==> config.mk <==
export PLATFORM = sky130hd
export DESIGN_NAME = amc_coproc
export DESIGN_NICKNAME = d
export VERILOG_FILES = /design/src/design/amc_pkg.sv /design/src/design/amc_coproc.sv
export SDC_FILE = /design/constraint.sdc
export NUM_CORES = 2
export LEC_CHECK = 0
export BUFFER_PORTS_ARGS = -buffer_cell sky130_fd_sc_hd__buf_2
export CORE_MARGIN = 2
export CORE_UTILIZATION = 55
export DETAILED_ROUTE_END_ITERATION = 8
export PLACE_DENSITY = 0.71
export SKIP_LAST_GASP = 1
export SLEW_MARGIN = 0
export SYNTH_ARGS = -nofsm -noshare
export SYNTH_HDL_FRONTEND = slang
export SYNTH_SLANG_ARGS = --single-unit
==> constraint.sdc <==
create_clock -name clk -period 15.1 [get_ports clk]
set_input_delay 1.51 -clock clk [delete_from_list [all_inputs] [get_ports clk]]
set_output_delay 1.51 -clock clk [all_outputs]
set_load 0.03 [all_outputs]
==> src/design/amc_pkg.sv <==
// Package holding constants and types of the arithmetic coprocessor
package amc_pkg;

  // Operation mode codes, low four bits of the mode word
  localparam logic [3:0] AMC_OP_CLEAR = 4'h0;
  localparam logic [3:0] AMC_OP_LOAD16 = 4'h1;
  localparam logic [3:0] AMC_OP_LOAD32 = 4'h2;
  localparam logic [3:0] AMC_OP_READ = 4'h3;
  localparam logic [3:0] AMC_OP_MUL_U = 4'h4;
  localparam logic [3:0] AMC_OP_MUL_S = 4'h5;
  localparam logic [3:0] AMC_OP_MAC_S = 4'h7;
  localparam logic [3:0] AMC_OP_DIV_U = 4'h8;
  localparam logic [3:0] AMC_OP_DIV_S = 4'h9;

  // Output half select codes, high three bits of the mode word
  localparam logic [2:0] AMC_OUT_LOW = 3'h0;
  localparam logic [2:0] AMC_OUT_HIGH = 3'h1;

  // Reset values
  localparam logic [6:0] AMC_MODE_RESET = 7'h00;
  localparam logic [31:0] AMC_RESULT_RESET = 32'h0000_0000;

  // Flag bit positions in the returned C,V,Z,N nibble
  localparam int AMC_FLAG_V = 2;

  // Divider timing: one shift step per cycle
  localparam logic [4:0] AMC_DIV_STEPS = 5'h10;

  // Mode setting register layout
  typedef struct packed {
    logic [2:0] out_sel;
    logic [3:0] op;
  } amc_mode_t;

  // Sequencer states
  typedef enum logic [1:0] {
    AMC_ST_IDLE = 2'b00,
    AMC_ST_DIV = 2'b01,
    AMC_ST_FIX = 2'b10
  } amc_state_t;

endpackage : amc_pkg

==> src/design/amc_coproc.sv <==
// Multiply, divide and multiply-accumulate coprocessor on the core's coprocessor port
`timescale 1ns/10ps

// Operation
// - Single-cycle 16x16 multiply, unsigned 0x4, signed 0x5
// - Signed MAC 0x7 adds product, flags overflow
// - Divide 16 by 16 in 18 cycles
// - Core writes 7-bit mode word; unit latches it
// - Mode bits 6:4 choose low or high half
// - Operation code 0x0 clears the result register
// - Code 0x1 loads 16-bit value into low half and zeroes high half
// - Code 0x2 loads full 32-bit value
// - Code 0x3 returns stored result without computing
// - Two operands in; selected half and flags out
// - Quotient in low half, remainder in high
// - Result register holds until next operation
module amc_coproc
  import amc_pkg::*;
(
  // Clock and reset
  input wire logic clk,
  input wire logic rstn,
  // Mode word write
  input wire logic mode_word_write_instr,
  input wire logic [6:0] mode_word,
  // Operand send
  input wire logic operand_send_instr,
  input wire logic [15:0] operand_a,
  input wire logic [15:0] operand_b,
  // Preload send
  input wire logic preload_send_instr,
  input wire logic [31:0] preload_value,
  // Answer to the core
  output logic [15:0] result_half,
  output logic [3:0] flags,
  output logic busy,
  output logic done
);

  ////////////////////////////////////////////////////////////////////////////
  // State

  amc_mode_t mode_setting;
  amc_state_t state;
  amc_state_t next_state;
  logic [31:0] result;
  logic [31:0] next_result;
  amc_mode_t next_mode;
  logic [4:0] div_cnt;
  logic [15:0] div_rem;
  logic [15:0] div_quo;
  logic [15:0] div_dvsr;
  logic neg_q;
  logic neg_r;

  ////////////////////////////////////////////////////////////////////////////
  // Request decode; a busy divider refuses every new request

  wire idle = (state == AMC_ST_IDLE);
  wire take_mode = mode_word_write_instr && idle;
  wire take_op = operand_send_instr && idle && !mode_word_write_instr;
  wire take_pre = preload_send_instr && idle && !mode_word_write_instr && !operand_send_instr;
  wire [3:0] op = mode_setting.op;
  wire is_div = (op == AMC_OP_DIV_U) || (op == AMC_OP_DIV_S);
  wire is_sdiv = (op == AMC_OP_DIV_S);
  wire start_div = take_op && is_div;
  wire fix = (state == AMC_ST_FIX);

  ////////////////////////////////////////////////////////////////////////////
  // Multiplier and accumulator datapath

  // Operands are widened first so that the product keeps all 32 bits
  wire [31:0] prod_u = {16'h0000, operand_a} * {16'h0000, operand_b};
  wire [31:0] prod_s = $signed({{16{operand_a[15]}}, operand_a}) *
                       $signed({{16{operand_b[15]}}, operand_b});
  wire [31:0] mac_sum = 32'(result + prod_s);
  // Overflow: both addends share a sign the wrapped sum lost
  wire mac_ovf = (result[31] == prod_s[31]) && (mac_sum[31] != result[31]);

  ////////////////////////////////////////////////////////////////////////////
  // Divider datapath: restoring, magnitudes only, signs fixed at the end

  wire [15:0] abs_a = (is_sdiv && operand_a[15]) ? 16'(~operand_a + 16'h0001) : operand_a;
  wire [15:0] abs_b = (is_sdiv && operand_b[15]) ? 16'(~operand_b + 16'h0001) : operand_b;
  wire [17:0] trial = 18'({1'b0, div_rem, div_quo[15]} - {2'b00, div_dvsr});
  wire trial_ok = !trial[17];
  wire [15:0] step_rem = trial_ok ? trial[15:0] : {div_rem[14:0], div_quo[15]};
  wire [15:0] step_quo = {div_quo[14:0], trial_ok};
  wire [15:0] q_fix = neg_q ? 16'(~div_quo + 16'h0001) : div_quo;
  wire [15:0] r_fix = neg_r ? 16'(~div_rem + 16'h0001) : div_rem;

  ////////////////////////////////////////////////////////////////////////////
  // Next result; anything not listed leaves the register untouched

  always_comb
  begin
    next_result = result;
    next_mode = take_mode ? amc_mode_t'(mode_word) : mode_setting;
    if (take_mode && (mode_word[3:0] == AMC_OP_CLEAR))
      next_result = AMC_RESULT_RESET;
    else if (take_op)
    begin
      case (op)
        AMC_OP_MUL_U: next_result = prod_u;
        AMC_OP_MUL_S: next_result = prod_s;
        AMC_OP_MAC_S: next_result = mac_sum;
        default: next_result = result;
      endcase
    end
    else if (take_pre)
    begin
      case (op)
        AMC_OP_LOAD16: next_result = {16'h0000, preload_value[15:0]};
        AMC_OP_LOAD32: next_result = preload_value;
        default: next_result = result;
      endcase
    end
    else if (fix)
      next_result = {r_fix, q_fix};
  end

  // Sequencer
  always_comb
  begin
    case (state)
      AMC_ST_IDLE: next_state = start_div ? AMC_ST_DIV : AMC_ST_IDLE;
      AMC_ST_DIV: next_state = (div_cnt == 5'h01) ? AMC_ST_FIX : AMC_ST_DIV;
      AMC_ST_FIX: next_state = AMC_ST_IDLE;
      default: next_state = AMC_ST_IDLE;
    endcase
  end

  wire done_now = (take_op && !is_div) || take_pre || fix;
  // Half chosen by the mode in force after this edge
  wire [15:0] next_half = (next_mode.out_sel == AMC_OUT_HIGH) ? next_result[31:16]
                                                              : next_result[15:0];

  ////////////////////////////////////////////////////////////////////////////
  // Registers

  always_ff @(posedge clk)
  begin
    if (!rstn)
    begin
      state <= AMC_ST_IDLE;
      mode_setting <= amc_mode_t'(AMC_MODE_RESET);
      result <= AMC_RESULT_RESET;
    end
    else
    begin
      state <= next_state;
      mode_setting <= next_mode;
      result <= next_result;
    end
  end

  // Divider working registers; one quotient bit per cycle
  always_ff @(posedge clk)
  begin
    if (!rstn)
    begin
      div_cnt <= 5'h00;
      div_rem <= 16'h0000;
      div_quo <= 16'h0000;
      div_dvsr <= 16'h0000;
      neg_q <= 1'b0;
      neg_r <= 1'b0;
    end
    else if (start_div)
    begin
      div_cnt <= AMC_DIV_STEPS;
      div_rem <= 16'h0000;
      div_quo <= abs_a;
      div_dvsr <= abs_b;
      neg_q <= is_sdiv && (operand_a[15] ^ operand_b[15]);
      neg_r <= is_sdiv && operand_a[15];
    end
    else if (state == AMC_ST_DIV)
    begin
      div_cnt <= 5'(div_cnt - 5'h01);
      div_rem <= step_rem;
      div_quo <= step_quo;
    end
  end

  // Answer registers; flags hold until the next answer
  always_ff @(posedge clk)
  begin
    if (!rstn)
    begin
      result_half <= 16'h0000;
      flags <= 4'h0;
      busy <= 1'b0;
      done <= 1'b0;
    end
    else
    begin
      result_half <= next_half;
      busy <= (next_state != AMC_ST_IDLE);
      done <= done_now;
      if (done_now)
        flags <= (take_op && (op == AMC_OP_MAC_S) && mac_ovf) ? 4'h4 : 4'h0;
    end
  end
endmodule : amc_coproc

# Word-level counts from Yosys, hierarchy flattened
# Cells that the tools add are included.
[word_totals]
ff_bits = 118
[classes]
add_sub_neg = 7
mul = 2
n_eq_ne = 13
mux = 21
bitwise = 6
n_reduce_logical = 27
[op_table]
columns = ["cell", "n"]
rows = [
  ["16-bit two-way mux", 8],
  ["32-bit two-way mux", 4],
  ["32-bit case mux with 3 select lines", 1],
  ["16-bit by 1-bit adder with 16-bit output, second input constant", 4],
  ["16-bit by 16-bit multiplier with 32-bit output", 2],
  ["16-bit NOT", 4],
  ["32-bit case mux with 2 select lines", 1],
  ["32-bit adder", 1],
  ["17-bit by 16-bit subtractor with 18-bit output", 1],
  ["1-bit logical AND", 15],
  ["4-bit by 3-bit equality test with 1-bit output, second input constant", 3],
  ["5-bit two-way mux", 2],
  ["4-bit equality test, second input constant", 2],
  ["7-bit two-way mux", 1],
  ["5-bit by 1-bit equality test with 1-bit output, second input constant", 1],
  ["5-bit by 1-bit subtractor with 5-bit output, second input constant", 1],
  ["4-bit by 1-bit equality test with 1-bit output, second input constant", 1],
  ["4-bit by 2-bit equality test with 1-bit output, second input constant", 1],
  ["1-bit logical NOT", 4],
  ["4-bit logical NOT", 1],
  ["2-bit case mux with 2 select lines", 1],
  ["2-bit nonzero test", 2],
  ["3-bit by 1-bit equality test with 1-bit output, second input constant", 1],
  ["1-bit logical OR", 3],
  ["other kinds (11)", 11],
]

# Longest topological paths before layout
[depth]
depth_word = 8
depth_mapped = 35
mapped_depth_nobuf = 33

# Least setup slack after synthesis
# OpenSTA, ideal clock, no wires.
[synth_path]
kind = "input-to-reg"
start = "input operand_a[10]"
end = "register result_half[15]"
setup_ns = 0.084
t_arrival_ns = 9.525
t_required_ns = 15.016
setup_slack_ns = 5.491
stages = 33
path_cell_list = "clkbuf_1 > clkbuf_1 > nand2_1 > fa_1 > fa_1 > inv_1 > fa_1 > inv_1 > fa_1 > inv_1 > fa_1 > inv_1 > fa_1 > inv_1 > ha_1 > a21oi_1 > o21ai_1 > a311o_1 > o21a_1 > o21a_1 > or3_1 > and2_1 > ha_1 > nand2_1 > nor4_1 > nand4_1 > o2111ai_1 > o211ai_1 > nand3_1 > o211ai_1 > xor3_1 > o221a_2 > o31ai_2"
[synth_between]
elab_chain_cells = 6
word_cells_on_any_way = 7
classes_between = "1 x add/sub; 2 x mul; 4 x mux"
[synth_lines]
columns = ["element", "line_no", "rtl"]
rows = [
  ["start: declaration", "amc_coproc.sv:28", "input wire logic [15:0] operand_a,"],
  ["16-bit by 16-bit multiplier with 32-bit output", "amc_coproc.sv:74", "wire [31:0] prod_s = $signed({{16{operand_a[15]}}, operand_a}) *"],
  ["32-bit adder", "amc_coproc.sv:76", "wire [31:0] mac_sum = 32'(result + prod_s);"],
  ["32-bit case mux with 3 select lines *", "amc_coproc.sv:103", "case (op)"],
  ["32-bit two-way mux *", "amc_coproc.sv:101", "else if (take_op)"],
  ["32-bit two-way mux *", "amc_coproc.sv:99", "if (take_mode && (mode_word[3:0] == AMC_OP_CLEAR))"],
  ["16-bit two-way mux *", "amc_coproc.sv:135", "wire [15:0] next_half = (next_mode.out_sel == AMC_OUT_HIGH) ? next_result[31:16]"],
  ["end signal: assignment", "amc_coproc.sv:198", "result_half <= next_half;"],
  ["end: declaration", "amc_coproc.sv:34", "output logic [15:0] result_half,"],
]
# Every way passes the cells marked *; elsewhere a longest branch is shown, timed or not.
# A chain may end at the register's enable or synchronous reset.

# Worst setup path after layout
[layout_path]
start = "input operand_a[9]"
end = "register result_half[15]"
# Same word-level chain as after synthesis.

==> out/metrics.yaml <==
status:
  status: "complete, no violations"
placed_design:
  dpl.cell_count: 3348
  post-place-ws_ns: 4.82
  portBuffers: 94
  dp_hpwl_microns: 61400
  globalplace.congestion: 1.04
sta:
  min_period_over_period: 0.663
  maxSlewViolCount: 0
  timing.setup.tns_ns: 0
  max_freq_mhz: 99.9
  rsz0062_at_grt: "false"
  setup_viol: 0
  fin_skew_ns: 0.00818
  finalHoldViolations: 0
  fin_ws_ns: 5.09
  period_minus_slack_ns: 10.01
  worstMarginPinSlew_ns: 1.30
  slew_headroom: 0.127
die:
  dieArea_sq_um: 44700
  die_y_microns: 211
  io_pins: 98
  die_w_microns: 211
  fp-row-count: 75
  core-area_sq_um: 42200
  start_util: 0.560
min_path:
  hp-start: "mode_setting[4]"
  whs_path_depth: 2
  hold_path.class: "reg -> reg"
  worstHoldEndpoint: "mode_setting[4]"
setup_path:
  end_kind: "flop"
  crit_top_cell: "fa_1"
  crit_arrival_ns: 10.34
  r2r-start: "result[0]"
  start_kind: "input port"
  crit_type: "in -> reg"
  slowest_stage: "fa_1"
  r2r_slack_ns: 11.32
  r2r-end: "result_half[4]"
  cp.required_ns: 15.43
  worst_path_largest_cell_delay_ns: 0.54
  ff2ff_path_depth: 13
  crit_fanout: 21
routing:
  drcViolationCount: 0
  vias_per_cell: 6.08
  vias: 20600
  wl_met1_microns: 31500
  drt_iter0_drc: 1945
  wl_microns: 75200
  ant_nets: 0
  met3WireLength_microns: 7440
  dr.max_layer_used: "met4"
  wl_met2_microns: 33200
  wl_per_cell_microns: 22.2
  first_pass_iters: 6
job:
  maxCapViolCount: 0
clock_network:
  postCtsHoldBufs: 0
  clk_pin_slew_ns: 0.06
  cts_tree: "done"
  root_buffer: "clkbuf_16"
  htreeDepth: 4
  cts_buffer_depth: 2
  cts_setup_buffers: 0
  cts_resized: 0
  clock-sinks: 115
  clkLatencyLatePin_ns: 0.42
  cts_buffers: 17
logic_synthesis:
  async_flop_share: 0
  yosysUniqueCellTypes: 84
  synth_edf_count: 0
  synth_top_area_frac: 0.312
  ys_seq_area_frac: 0.0974
  avgSynthCellArea_sq_um: 8.35
  ys_top_cells_by_area: "fa_1 (31%), ha_1 (11%), dfxtp_1 (9.7%)"
  postSynthCellCount: 2831
  ys_ff_latch: 115
  yosys_warnings: 0
  syn-cell-area_sq_um: 23600
  synthFlopType: "dfxtp_1"
  synth_most_common_cell: "inv_1"
  ys_top_cells_by_count: "inv_1 (483), fa_1 (368), nand2_1 (303)"
  synth_area_leader_cell: "fa_1"
final_layout:
  synthToLayoutAreaGrowth_pct: 5.71
  nets: 3479
  stdcell_count: 3383
  drive_above_1_share: 0.0574
  final_util: 0.592
grt:
  antenna_found_initial: 3
  grt_pass1_wl_microns: 118000
  grt_pass1_vias: 20800
  grt_overflow_total: 0
  grt_start_max_net_pins: 51
  grt_usage: 0.345
cell usage in the layout (no fill, tap or decap), types with 7 or more instances in the layout:
cell type	Yosys	routed
a31oi_1	17	17
dfxtp_1	115	115
nand4_1	7	7
clkbuf_16	0	17
a221o_1	12	12
o21bai_1	14	14
fa_1	368	368
nor2b_1	20	19
a21oi_1	163	163
o22ai_1	8	8
a211oi_1	50	50
o31a_1	10	10
and2_1	117	117
nand3_1	24	24
inv_1	483	483
or3_1	19	19
o31ai_1	19	19
nor3_1	51	51
a22oi_1	17	17
buf_4	3	15
mux2_2	7	7
or4_1	10	10
xor2_1	60	60
buf_2	1	94
a221oi_1	29	29
and3_1	23	23
nor2_1	159	159
nand2_1	303	303
nor4_1	10	10
o21ai_1	30	30
ha_1	207	207
o21a_1	26	26
a21o_1	31	31
o21ai_0	63	63
xnor2_1	86	86
nand2b_1	29	29
o211ai_1	18	18
worst max path at each step:
stage / start / end / slack, ns / cells after the start
2_1_floorplan: operand_a[10] / result_half[15] / 5.49 / 33
3_3_place_gp: operand_a[9] / result_half[15] / 5.02 / 32
3_5_place_dp: operand_b[1] / result_half[15] / 4.82 / 32
4_1_cts: operand_b[1] / result_half[15] / 5.22 / 32
5_1_grt: operand_a[10] / result_half[15] / 4.58 / 32
6_report: operand_a[9] / result_half[15] / 5.09 / 32
kinds of logic after synthesis:
| logic type | Yosys count | synth area share |
|---|---|---|
| AOI/OAI and AO/OA | 574 | 0.164 |
| xor gates and xnor gates | 147 | 0.0551 |
| adders and majority gates | 575 | 0.421 |
| buffers and inverters | 616 | 0.0983 |
| DFF | 115 | 0.0974 |
| muxes | 14 | 0.00635 |
| other | 1 | 0.000159 |
| and+or+nand+nor | 789 | 0.157 |
per-layer routing:
layer,vias to the layer above,track usage
li1,9270,-
met1,10000,0.483
met2,1077,0.538
met3,190,0.0660
met4,0,0.119
met5,-,0
flip-flops by register name, indices dropped and copies added, names as in the netlist:
signal and flops:
flags 1, result_half 16, mode_setting 3, neg_r 1, neg_q 1, op 4, div_cnt 5, done 1
div_dvsr 16, state 2, div_rem 16, busy 1, div_quo 16, result 32
critical path: cells and delay by family:
| family | cells | cell delay [ns] |
|---|---|---|
| AO/OA/AOI/OAI | 10 | 2.39 |
| adder cells (fa/ha/maj) | 8 | 3.72 |
| XOR/XNOR | 1 | 0.38 |
| buffers and inverters | 6 | 0.69 |
| AND/OR/NAND/NOR | 7 | 1.60 |
layout make-up:
class / count / area [sq um]
flip-flops and latches: 115 / 2300
fillers: 3884 / 17200
inverters: 483 / 1810
clock buffers: 17 / 425
multi-input cells: 2102 / 19000
well taps: 539 / 674
repair buffers: 109 / 583
clock inverters: 15 / 161
diodes: 3 / 7.51
per-stage QoR:
stage / instance area [sq um] / hold WS, ns
after floorplan: 23600 / 0.432
after global placement: 24400 / 0.446
after detailed placement: 24400 / 0.458
after CTS: 25000 / 0.467
after global routing: 25000 / 0.481
final: 25000 / 0.464
Power is left out: the tool's default activity adds up to more than one toggle a clock period on the data nets, which glitch-free logic cannot reach.
